**src/inc/psd_pkg.sv**
```systemverilog
// Constants, types and helpers for the priority signal discriminator
// What this block does
// - Class I band: 9.639 Hz +/- 0.119 Hz
// - Class II band: 14.035 Hz +/- 0.255 Hz
// - Call valid only after over 0.5 s in band
// - Superposed Class I trains never make Class II
// - Hold valid call through dropouts, 4.5 to 11 s
// - Hold selectable: 5 s or 10 s
// - Each channel output pulls controller input low
// - Class I output: 6.25 Hz square, 50 percent duty
// - Class II output: held steadily active
// - Class II overrides Class I on output
// - Two independent channels, no interaction
// - Primary plus two auxiliary inputs per channel
// - Centre-off test switch: down Class I, up II
// - Signal lamp shows any in-band reception
// - Call lamp shows steady valid coded signal
// - Optional single lamp: flash signal, steady call
package psd_pkg;
   localparam int CLK_HZ = 50000000;
   localparam int TICK_US = 10;
   localparam int TICK_CYCLES = CLK_HZ / 1000000 * TICK_US;
   localparam int TICKS_PER_S = 1000000 / TICK_US;
   localparam int TICKS_MHZ_NUM = TICKS_PER_S * 1000;
   localparam int PER_W = 14;
   localparam int RUN_W = 16;
   localparam int HOLD_W = 20;
   localparam int SQ_W = 14;
   localparam int BLINK_W = 15;
   localparam int TICK_W = 16;
   // Decode bands in millihertz
   localparam int C1_MHZ = 9639;
   localparam int C1_TOL_MHZ = 119;
   localparam int C2_MHZ = 14035;
   localparam int C2_TOL_MHZ = 255;
   localparam logic [PER_W-1:0] C1_PER_MIN =
      PER_W'((TICKS_MHZ_NUM + C1_MHZ + C1_TOL_MHZ - 1) / (C1_MHZ + C1_TOL_MHZ));
   localparam logic [PER_W-1:0] C1_PER_MAX = PER_W'(TICKS_MHZ_NUM / (C1_MHZ - C1_TOL_MHZ));
   localparam logic [PER_W-1:0] C2_PER_MIN =
      PER_W'((TICKS_MHZ_NUM + C2_MHZ + C2_TOL_MHZ - 1) / (C2_MHZ + C2_TOL_MHZ));
   localparam logic [PER_W-1:0] C2_PER_MAX = PER_W'(TICKS_MHZ_NUM / (C2_MHZ - C2_TOL_MHZ));
   // A gap longer than any legal period ends a pulse train
   localparam logic [PER_W-1:0] PER_TIMEOUT = PER_W'(C1_PER_MAX + 1);
   localparam int VALID_MS = 500;
   localparam logic [RUN_W-1:0] VALID_TICKS = RUN_W'(VALID_MS * TICKS_PER_S / 1000);
   localparam int HOLD_SHORT_S = 5;
   localparam int HOLD_LONG_S = 10;
   localparam int HOLD_SHORT_TICKS = HOLD_SHORT_S * TICKS_PER_S;
   localparam int HOLD_LONG_TICKS = HOLD_LONG_S * TICKS_PER_S;
   localparam int SQ_CENTI_HZ = 625;
   localparam logic [SQ_W-1:0] SQ_HALF_TICKS = SQ_W'(TICKS_PER_S * 100 / (2 * SQ_CENTI_HZ));
   localparam int BLINK_HZ = 2;
   localparam logic [BLINK_W-1:0] BLINK_HALF_TICKS = BLINK_W'(TICKS_PER_S / (2 * BLINK_HZ));
   // Register map
   localparam logic [31:0] REG_CTRL = 32'h0000_0000;
   localparam logic [31:0] REG_STATUS = 32'h0000_0004;
   localparam int CTRL_HOLD_LONG_A = 0;
   localparam int CTRL_HOLD_LONG_B = 1;
   localparam int CTRL_ONE_LAMP = 2;
   localparam int CTRL_W = 3;
   localparam logic [CTRL_W-1:0] CTRL_RESET = 3'h0;
   localparam int STAT_CH_STRIDE = 8;
   localparam logic [1:0] RESP_OKAY = 2'h0;
   localparam logic [1:0] RESP_SLVERR = 2'h2;

   typedef struct packed {
      logic [2:0] sy;
      logic lvl;
      logic [PER_W-1:0] per;
      logic [1:0] band;
      logic [1:0][RUN_W-1:0] run;
      logic [1:0] val;
      logic [1:0] sig;
   } psd_dec_type;

   function automatic logic psd_in_band(input logic [PER_W-1:0] p, input logic cls);
      if (cls)
         return (p >= C2_PER_MIN) && (p <= C2_PER_MAX);
      return (p >= C1_PER_MIN) && (p <= C1_PER_MAX);
   endfunction

   function automatic logic [RUN_W-1:0] psd_sat_add(input logic [RUN_W-1:0] a,
                                                    input logic [PER_W-1:0] b);
      logic [RUN_W:0] s;
      s = {1'b0, a} + {{(RUN_W + 1 - PER_W){1'b0}}, b};
      return s[RUN_W] ? {RUN_W{1'b1}} : s[RUN_W-1:0];
   endfunction
endpackage

```
**src/core/psd_decoder.sv**
```systemverilog
// One detector input: synchroniser, period measurement and class validation
`timescale 1ns/100ps
module psd_decoder (
   input wire logic clk,
   input wire logic rst,
   input wire logic tick,
   input wire logic det_in,
   output logic [1:0] valid,
   output logic [1:0] sig
);
   psd_pkg::psd_dec_type r;
   psd_pkg::psd_dec_type next_r;
   logic stable;
   logic edge_seen;
   logic [1:0] bnd;
   logic [1:0][psd_pkg::RUN_W-1:0] sum;

   always_comb begin
      next_r = r;
      next_r.sy = {r.sy[1:0], det_in};
      // Level changes only once the second and third stages agree
      stable = (r.sy[2] == r.sy[1]) ? r.sy[2] : r.lvl;
      next_r.lvl = stable;
      edge_seen = stable & ~r.lvl;
      for (int c = 0; c < 2; c++) begin
         bnd[c] = psd_pkg::psd_in_band(r.per, c[0]);
         sum[c] = psd_pkg::psd_sat_add(r.run[c], r.per);
      end
      if (tick && r.per != psd_pkg::PER_TIMEOUT)
         next_r.per = r.per + 1'b1;
      if (edge_seen) begin
         next_r.per = '0;
         next_r.band = bnd;
         next_r.sig = bnd;
         for (int c = 0; c < 2; c++) begin
            // Two back-to-back in-band intervals are needed; a Class I mix always
            // places a pulse inside any 70 ms gap pair, so it cannot pass
            next_r.run[c] = !bnd[c] ? '0 : (r.band[c] ? sum[c] : {2'h0, r.per});
            next_r.val[c] = bnd[c] && r.band[c] && (sum[c] > psd_pkg::VALID_TICKS);
         end
      end else if (r.per == psd_pkg::PER_TIMEOUT) begin
         next_r.band = '0;
         next_r.run = '0;
         next_r.val = '0;
         next_r.sig = '0;
      end
   end

   always_ff @(posedge clk or posedge rst) begin
      if (rst) begin
         r <= '{sy: 3'h0, lvl: 1'b0, per: psd_pkg::PER_TIMEOUT, band: 2'h0,
                run: '0, val: 2'h0, sig: 2'h0};
      end else begin
         r <= next_r;
      end
   end

   assign valid = r.val;
   assign sig = r.sig;
endmodule

```
**src/core/psd_top.sv**
```systemverilog
// Two-channel priority signal discriminator with AXI4-Lite control
`timescale 1ns/100ps
module psd_top #(
   parameter int TICK_CYCLES = psd_pkg::TICK_CYCLES,
   parameter int HOLD_SHORT_TICKS = psd_pkg::HOLD_SHORT_TICKS,
   parameter int HOLD_LONG_TICKS = psd_pkg::HOLD_LONG_TICKS
) (
   input wire logic CLK,
   input wire logic RST,
   input wire logic [1:0] DET_PRI,
   input wire logic [3:0] DET_AUX,
   input wire logic [1:0] TEST_DOWN,
   input wire logic [1:0] TEST_UP,
   output logic [1:0] CH_OUT_N,
   output logic [3:0] SIG_LAMP,
   output logic [3:0] CALL_LAMP,
   input wire logic [31:0] AWADDR,
   input wire logic [2:0] AWPROT,
   input wire logic AWVALID,
   output logic AWREADY,
   input wire logic [31:0] WDATA,
   input wire logic [3:0] WSTRB,
   input wire logic WVALID,
   output logic WREADY,
   output logic [1:0] BRESP,
   output logic BVALID,
   input wire logic BREADY,
   input wire logic [31:0] ARADDR,
   input wire logic [2:0] ARPROT,
   input wire logic ARVALID,
   output logic ARREADY,
   output logic [31:0] RDATA,
   output logic [1:0] RRESP,
   output logic RVALID,
   input wire logic RREADY
);
   localparam logic [psd_pkg::HOLD_W-1:0] HOLD_SHORT = psd_pkg::HOLD_W'(HOLD_SHORT_TICKS);
   localparam logic [psd_pkg::HOLD_W-1:0] HOLD_LONG = psd_pkg::HOLD_W'(HOLD_LONG_TICKS);
   localparam logic [psd_pkg::TICK_W-1:0] TICK_LAST = psd_pkg::TICK_W'(TICK_CYCLES - 1);

   typedef struct packed {
      logic [psd_pkg::TICK_W-1:0] tcnt;
      logic tick;
      logic [1:0][2:0] sy_dn;
      logic [1:0][2:0] sy_up;
      logic [1:0] tdn;
      logic [1:0] tup;
      logic [1:0][1:0][psd_pkg::HOLD_W-1:0] hold;
      logic [1:0][1:0] call;
      logic [1:0][psd_pkg::SQ_W-1:0] sq;
      logic [1:0] ph;
      logic [psd_pkg::BLINK_W-1:0] bcnt;
      logic blink;
      logic [1:0] out_n;
      logic [3:0] sig_lamp;
      logic [3:0] call_lamp;
      logic [psd_pkg::CTRL_W-1:0] ctrl;
      logic awrdy;
      logic wrdy;
      logic [31:0] awaddr;
      logic [31:0] wdata;
      logic [3:0] wstrb;
      logic bvalid;
      logic [1:0] bresp;
      logic arrdy;
      logic rvalid;
      logic [31:0] rdata;
      logic [1:0] rresp;
   } psd_state_type;

   psd_state_type r;
   psd_state_type next_r;
   logic [5:0] det_all;
   logic [5:0][1:0] dval;
   logic [5:0][1:0] dsig;
   logic [1:0][1:0] vld;
   logic [1:0][1:0] sig;
   logic [31:0] status;

   assign det_all = {DET_AUX, DET_PRI};

   // One decoder per input; channel A uses 0,2,3 and channel B uses 1,4,5
   for (genvar i = 0; i < 6; i++) begin : g_dec
      psd_decoder u_dec (
         .clk(CLK),
         .rst(RST),
         .tick(r.tick),
         .det_in(det_all[i]),
         .valid(dval[i]),
         .sig(dsig[i])
      );
   end

   always_comb begin
      next_r = r;
      status = '0;
      // Shared 10 us timebase for all period and hold counts
      next_r.tick = (r.tcnt == TICK_LAST);
      next_r.tcnt = next_r.tick ? '0 : r.tcnt + 1'b1;
      if (r.tick) begin
         if (r.bcnt == psd_pkg::BLINK_HALF_TICKS - 1'b1) begin
            next_r.bcnt = '0;
            next_r.blink = ~r.blink;
         end else begin
            next_r.bcnt = r.bcnt + 1'b1;
         end
      end
      for (int ch = 0; ch < 2; ch++) begin
         next_r.sy_dn[ch] = {r.sy_dn[ch][1:0], TEST_DOWN[ch]};
         next_r.sy_up[ch] = {r.sy_up[ch][1:0], TEST_UP[ch]};
         if (r.sy_dn[ch][2] == r.sy_dn[ch][1])
            next_r.tdn[ch] = r.sy_dn[ch][2];
         if (r.sy_up[ch][2] == r.sy_up[ch][1])
            next_r.tup[ch] = r.sy_up[ch][2];
         for (int c = 0; c < 2; c++) begin
            // Primary and both auxiliaries feed the same class decision
            sig[ch][c] = dsig[ch][c] | dsig[2 + 2 * ch][c] | dsig[3 + 2 * ch][c];
            vld[ch][c] = dval[ch][c] | dval[2 + 2 * ch][c] | dval[3 + 2 * ch][c];
         end
         // Centre-off switch: down tests Class I, up tests Class II
         vld[ch][0] = vld[ch][0] | r.tdn[ch];
         vld[ch][1] = vld[ch][1] | r.tup[ch];
         for (int c = 0; c < 2; c++) begin
            if (vld[ch][c]) begin
               // Each valid period reloads the hold time
               next_r.hold[ch][c] = r.ctrl[ch] ? HOLD_LONG : HOLD_SHORT;
               next_r.call[ch][c] = 1'b1;
            end else if (r.tick && r.hold[ch][c] != '0) begin
               // Dropouts shorter than the hold keep the call
               next_r.hold[ch][c] = r.hold[ch][c] - 1'b1;
               if (r.hold[ch][c] == 1)
                  next_r.call[ch][c] = 1'b0;
            end
         end
         // Square wave starts in its active half whenever a Class I call begins
         if (!next_r.call[ch][0] || next_r.call[ch][1]) begin
            next_r.sq[ch] = '0;
            next_r.ph[ch] = 1'b1;
         end else if (r.tick) begin
            if (r.sq[ch] == psd_pkg::SQ_HALF_TICKS - 1'b1) begin
               next_r.sq[ch] = '0;
               next_r.ph[ch] = ~r.ph[ch];
            end else begin
               next_r.sq[ch] = r.sq[ch] + 1'b1;
            end
         end
         // Low output means the controller input is grounded
         // Class II is steady and wins over Class I
         next_r.out_n[ch] = ~(next_r.call[ch][1] | (next_r.call[ch][0] & next_r.ph[ch]));
         for (int c = 0; c < 2; c++) begin
            if (r.ctrl[psd_pkg::CTRL_ONE_LAMP]) begin
               // Single lamp: steady for call, flashing for signal only
               next_r.sig_lamp[2 * ch + c] = 1'b0;
               next_r.call_lamp[2 * ch + c] = vld[ch][c] | (sig[ch][c] & r.blink);
            end else begin
               next_r.sig_lamp[2 * ch + c] = sig[ch][c];
               next_r.call_lamp[2 * ch + c] = vld[ch][c];
            end
         end
         status[ch * psd_pkg::STAT_CH_STRIDE +: 5] =
            {~r.out_n[ch], r.call[ch][1], r.call[ch][0], sig[ch][1], sig[ch][0]};
      end
      // Write channel: address and data taken in either order
      if (AWVALID && r.awrdy) begin
         next_r.awrdy = 1'b0;
         next_r.awaddr = AWADDR;
      end
      if (WVALID && r.wrdy) begin
         next_r.wrdy = 1'b0;
         next_r.wdata = WDATA;
         next_r.wstrb = WSTRB;
      end
      if (!r.awrdy && !r.wrdy && !r.bvalid) begin
         next_r.bvalid = 1'b1;
         next_r.bresp = psd_pkg::RESP_OKAY;
         if (r.awaddr[31:2] == psd_pkg::REG_CTRL[31:2]) begin
            if (r.wstrb[0])
               next_r.ctrl = r.wdata[psd_pkg::CTRL_W-1:0];
         end else if (r.awaddr[31:2] != psd_pkg::REG_STATUS[31:2]) begin
            next_r.bresp = psd_pkg::RESP_SLVERR;
         end
      end
      if (r.bvalid && BREADY) begin
         next_r.bvalid = 1'b0;
         next_r.awrdy = 1'b1;
         next_r.wrdy = 1'b1;
      end
      // Read channel answers one cycle after the address is taken
      if (ARVALID && r.arrdy) begin
         next_r.arrdy = 1'b0;
         next_r.rvalid = 1'b1;
         next_r.rresp = psd_pkg::RESP_OKAY;
         if (ARADDR[31:2] == psd_pkg::REG_CTRL[31:2]) begin
            next_r.rdata = {{(32 - psd_pkg::CTRL_W){1'b0}}, r.ctrl};
         end else if (ARADDR[31:2] == psd_pkg::REG_STATUS[31:2]) begin
            next_r.rdata = status;
         end else begin
            next_r.rdata = '0;
            next_r.rresp = psd_pkg::RESP_SLVERR;
         end
      end
      if (r.rvalid && RREADY) begin
         next_r.rvalid = 1'b0;
         next_r.arrdy = 1'b1;
      end
   end

   always_ff @(posedge CLK or posedge RST) begin
      if (RST) begin
         r <= '0;
         r.ctrl <= psd_pkg::CTRL_RESET;
         r.out_n <= 2'h3;
         r.ph <= 2'h3;
         r.awrdy <= 1'b1;
         r.wrdy <= 1'b1;
         r.arrdy <= 1'b1;
      end else begin
         r <= next_r;
      end
   end

   assign CH_OUT_N = r.out_n;
   assign SIG_LAMP = r.sig_lamp;
   assign CALL_LAMP = r.call_lamp;
   assign AWREADY = r.awrdy;
   assign WREADY = r.wrdy;
   assign BVALID = r.bvalid;
   assign BRESP = r.bresp;
   assign ARREADY = r.arrdy;
   assign RVALID = r.rvalid;
   assign RDATA = r.rdata;
   assign RRESP = r.rresp;
endmodule

```
**config.mk**
```make
export PLATFORM = sky130hd
export DESIGN_NAME = psd_top
export DESIGN_NICKNAME = d
export VERILOG_FILES = /design/src/inc/psd_pkg.sv /design/src/core/psd_decoder.sv /design/src/core/psd_top.sv
export SDC_FILE = /design/constraint.sdc
export NUM_CORES = 2
export LEC_CHECK = 0
export BUFFER_PORTS_ARGS = -buffer_cell sky130_fd_sc_hd__buf_2
export CAP_MARGIN = 20
export CORE_MARGIN = 2
export CORE_UTILIZATION = 25
export CTS_BUF_LIST = sky130_fd_sc_hd__clkbuf_16
export DETAILED_ROUTE_END_ITERATION = 6
export HOLD_SLACK_MARGIN = 0.1
export PLACE_DENSITY_LB_ADDON = 0.08
export SYNTH_ARGS = -nofsm -noshare
export SYNTH_HDL_FRONTEND = slang
export SYNTH_SLANG_ARGS = --single-unit
```
**constraint.sdc**
```tcl
create_clock -name CLK -period 32 [get_ports CLK]
set_input_delay 6.4 -clock CLK [delete_from_list [all_inputs] [get_ports CLK]]
set_output_delay 6.4 -clock CLK [all_outputs]
set_load 0.01 [all_outputs]
```
==> results.cfg <==
[detailed_routing]
routed_wl_microns = 95900
antenna_left = 0
drc = 0
dr.pass1.iters = 6
drtIter0Drc = 1464
vias_per_cell = 4.84
num_vias = 27500
wire_per_inst_microns = 16.9

[sta]
timing.fmax_ghz = 0.124
fin_crit_ps = 8080
worst_pin_slew_ps = 983
slew_violations = 0
relSlewSlack_pct = 34.2
setup_tns_ps = 0
setup_viol = 0
rsz0062_at_grt = false
post-route-period-util_pct = 25.3
hold_viol_final = 0
setup_ws_ps = 23920
fin_skew_ps = 25.5

[cells_and_area]
final_common_cell = dfrtp_1
area_delta_synth_final_pct = 13.7
final_nets = 4170
drive_gt1_share_pct = 10.4
final_cell_mix = dfrtp_1, nand2_1, nor2_1, o21ai_0, a21oi_1
instances_no_fill = 5681

[min_path]
min-delay-start = g_dec[1].u_dec.next_r[54]
worstHoldPathType = reg2reg
min_path_cells = 0

[die]
rows = 135
dieArea_sq_mm = 0.140
die_h_microns = 374
die_w_microns = 374
initial_core_util_pct = 25.3
pin_count = 174
coreArea_sq_mm = 0.136

[critical_path]
cp.arrival_ps = 8750
crit_type = in2async
crit-reg2reg-launch = g_dec[2].u_dec.r[39]
reg2reg_depth = 9
endpoint_kind = async pin
crit_fanout = 99
start_kind = primary input
crit_start = RST
cp.required_ps = 32660

[global_routing]
antenna_found_initial = 3
overflow = 0
grt_max_degree = 133
grt_usage_pct = 13.6
grt_pass1_wl_microns = 157000
grt_pass1_vias = 28000

[flow_run]
cap_violations = 0

[clocking]
ctsHoldBuffers = 0
clk-insertion-delay-late_ps = 670
clockBufferDepth = 3
clockRootBuffer = clkbuf_16
cts_setup_buffers = 0
cts_tree = built
cts-htree-levels = 3
numCtsBuffers = 76
clock_sinks = 551
clkTransAtPathRegs_ps = 50
cts_resized = 0

[yosys]
synth-xor-area-share_pct = 7.48
syn_area_per_cell_sq_um = 9.09
ys_seq_area_share_pct = 40.3
synth-edff-count = 0
ys.flop_type = dfrtp_1
syn_inst = 3772
synthArstFlopShare_pct = 100
yosys.area_share.simple_pct = 19.4
ys_warn_count = 0
synthAdderAreaFrac_pct = 8.25
synth_cell_types = 99
netlist_area_sq_mm = 0.0343
synth_top_family_by_area = simple AND/OR/NAND/NOR gates
ys_ff_latch = 551
synthMuxAreaShare_pct = 1.55
synth_compound_area_share_pct = 19.4

[power_and_ir_drop]
vdd_drop_max_mv = 0.0429
power_leakage_nw = 17.7
cellPowerDensity_mw_per_mm2 = 41.9

[placement]
post-place-cells = 5535
dpl_worst_slack_ps = 22970
gp_congestion = 0.771
place_hpwl_microns = 66200
port_buffers = 107

[outcome]
status = complete, no violations
area by class of cell:
type                            instances  area (sq um)
Multi-Input combinational cell       2969         19400
Fill cell                           14400         96800
Clock inverter                         63           377
Antenna cell                            1          2.50
Inverter                               89           342
Tap cell                             1781          2230
Clock buffer                           78          1950
Timing Repair Buffer                  149           867
Sequential cell                       551         13800
worst paths after layout:
path | slack, ps | endpoint
setup / recovery | 23920 | g_dec[5].u_dec.r[29]
hold / removal | 340 | g_dec[1].u_dec.next_r[55]
setup reg to reg | 28310 | g_dec[2].u_dec.valid[0]
hold reg to reg | 340 | g_dec[1].u_dec.next_r[55]
max in group CLK | 24040 | RDATA[12]
min in group asynchronous | 5880 | g_dec[0].u_dec.next_r[54]
cells in the mapped netlist, drive strengths merged, types with 26 or more instances:
library cell | n | share of area [%]
nor4 | 49 | 0.99
dfstp | 37 | 2.8
o21bai | 26 | 0.57
or3 | 40 | 0.74
a21oi | 217 | 3.2
o221ai | 79 | 2.0
buf | 61 | 1.2
clkbuf | 125 | 1.4
o21a | 43 | 0.94
a21o | 74 | 1.6
a31oi | 40 | 0.75
a22o | 34 | 0.87
dfrtp | 514 | 37
inv | 89 | 0.97
and3 | 51 | 0.93
and2 | 28 | 0.51
o21ai | 231 | 3.4
nand2 | 467 | 5.1
nand4 | 45 | 0.82
ha | 199 | 7.3
a211oi | 45 | 1.0
xor2 | 135 | 3.4
xnor2 | 158 | 4.0
o31ai | 28 | 0.61
nor3 | 89 | 1.3
nor2 | 381 | 4.2
nand3 | 87 | 1.3
mux2 | 42 | 1.4
flip-flops by register name (all words and copies together), names as in the netlist, 2 cells and up:
register            cells
RDATA                  10
g_dec.u_dec.next_r     12
g_dec.u_dec.r         300
SIG_LAMP                4
g_dec.u_dec.valid      12
CALL_LAMP               4
r                     192
CH_OUT_N                2
next_r                  8
critical path, cell delays in order:
cell and delay (ps):
buf_2 130, inv_8 490, buf_4 760, buf_4 800
report_power, final:
part	total [W]	switching [W]	internal [W]	leakage, nW
Clock	0.000805	0.000340	0.000465	1.24
Combinational	0.0000829	0.0000484	0.0000345	9.31
Sequential	0.000746	0.0000171	0.000729	7.17
logic make-up (layout without fill, tap and decap cells):
| group | after synthesis | after routing |
|---|---|---|
| xor gates and xnor gates | 293 | 293 |
| other | 1 | 25 |
| adders and majority gates | 221 | 221 |
| buffers and inverters | 275 | 379 |
| AOI/OAI and AO/OA | 982 | 982 |
| and+or+nand+nor | 1401 | 1401 |
| DFF | 551 | 551 |
| muxes | 48 | 48 |
through the flow:
stage          total power [W]  area (sq um)  util [%]  hold slack [ps]
6_report               0.00163         39000      28.7              345
3_3_place_gp          0.000845         36600      27.0              331
2_1_floorplan         0.000815         34400         -              331
3_5_place_dp          0.000845         36600      27.0              336
4_1_cts                0.00168         39000      28.7              347
5_1_grt                0.00172         39000      28.7              358
layer usage:
metal	up-vias	GRT usage, %	routed length (microns)
met5	-	0	0
met4	0	3.23	1930
met2	295	21.7	42600
met3	110	2.22	2910
met1	13300	19.3	48400
li1	13800	-	-
Power figures use the tool's default switching activity.
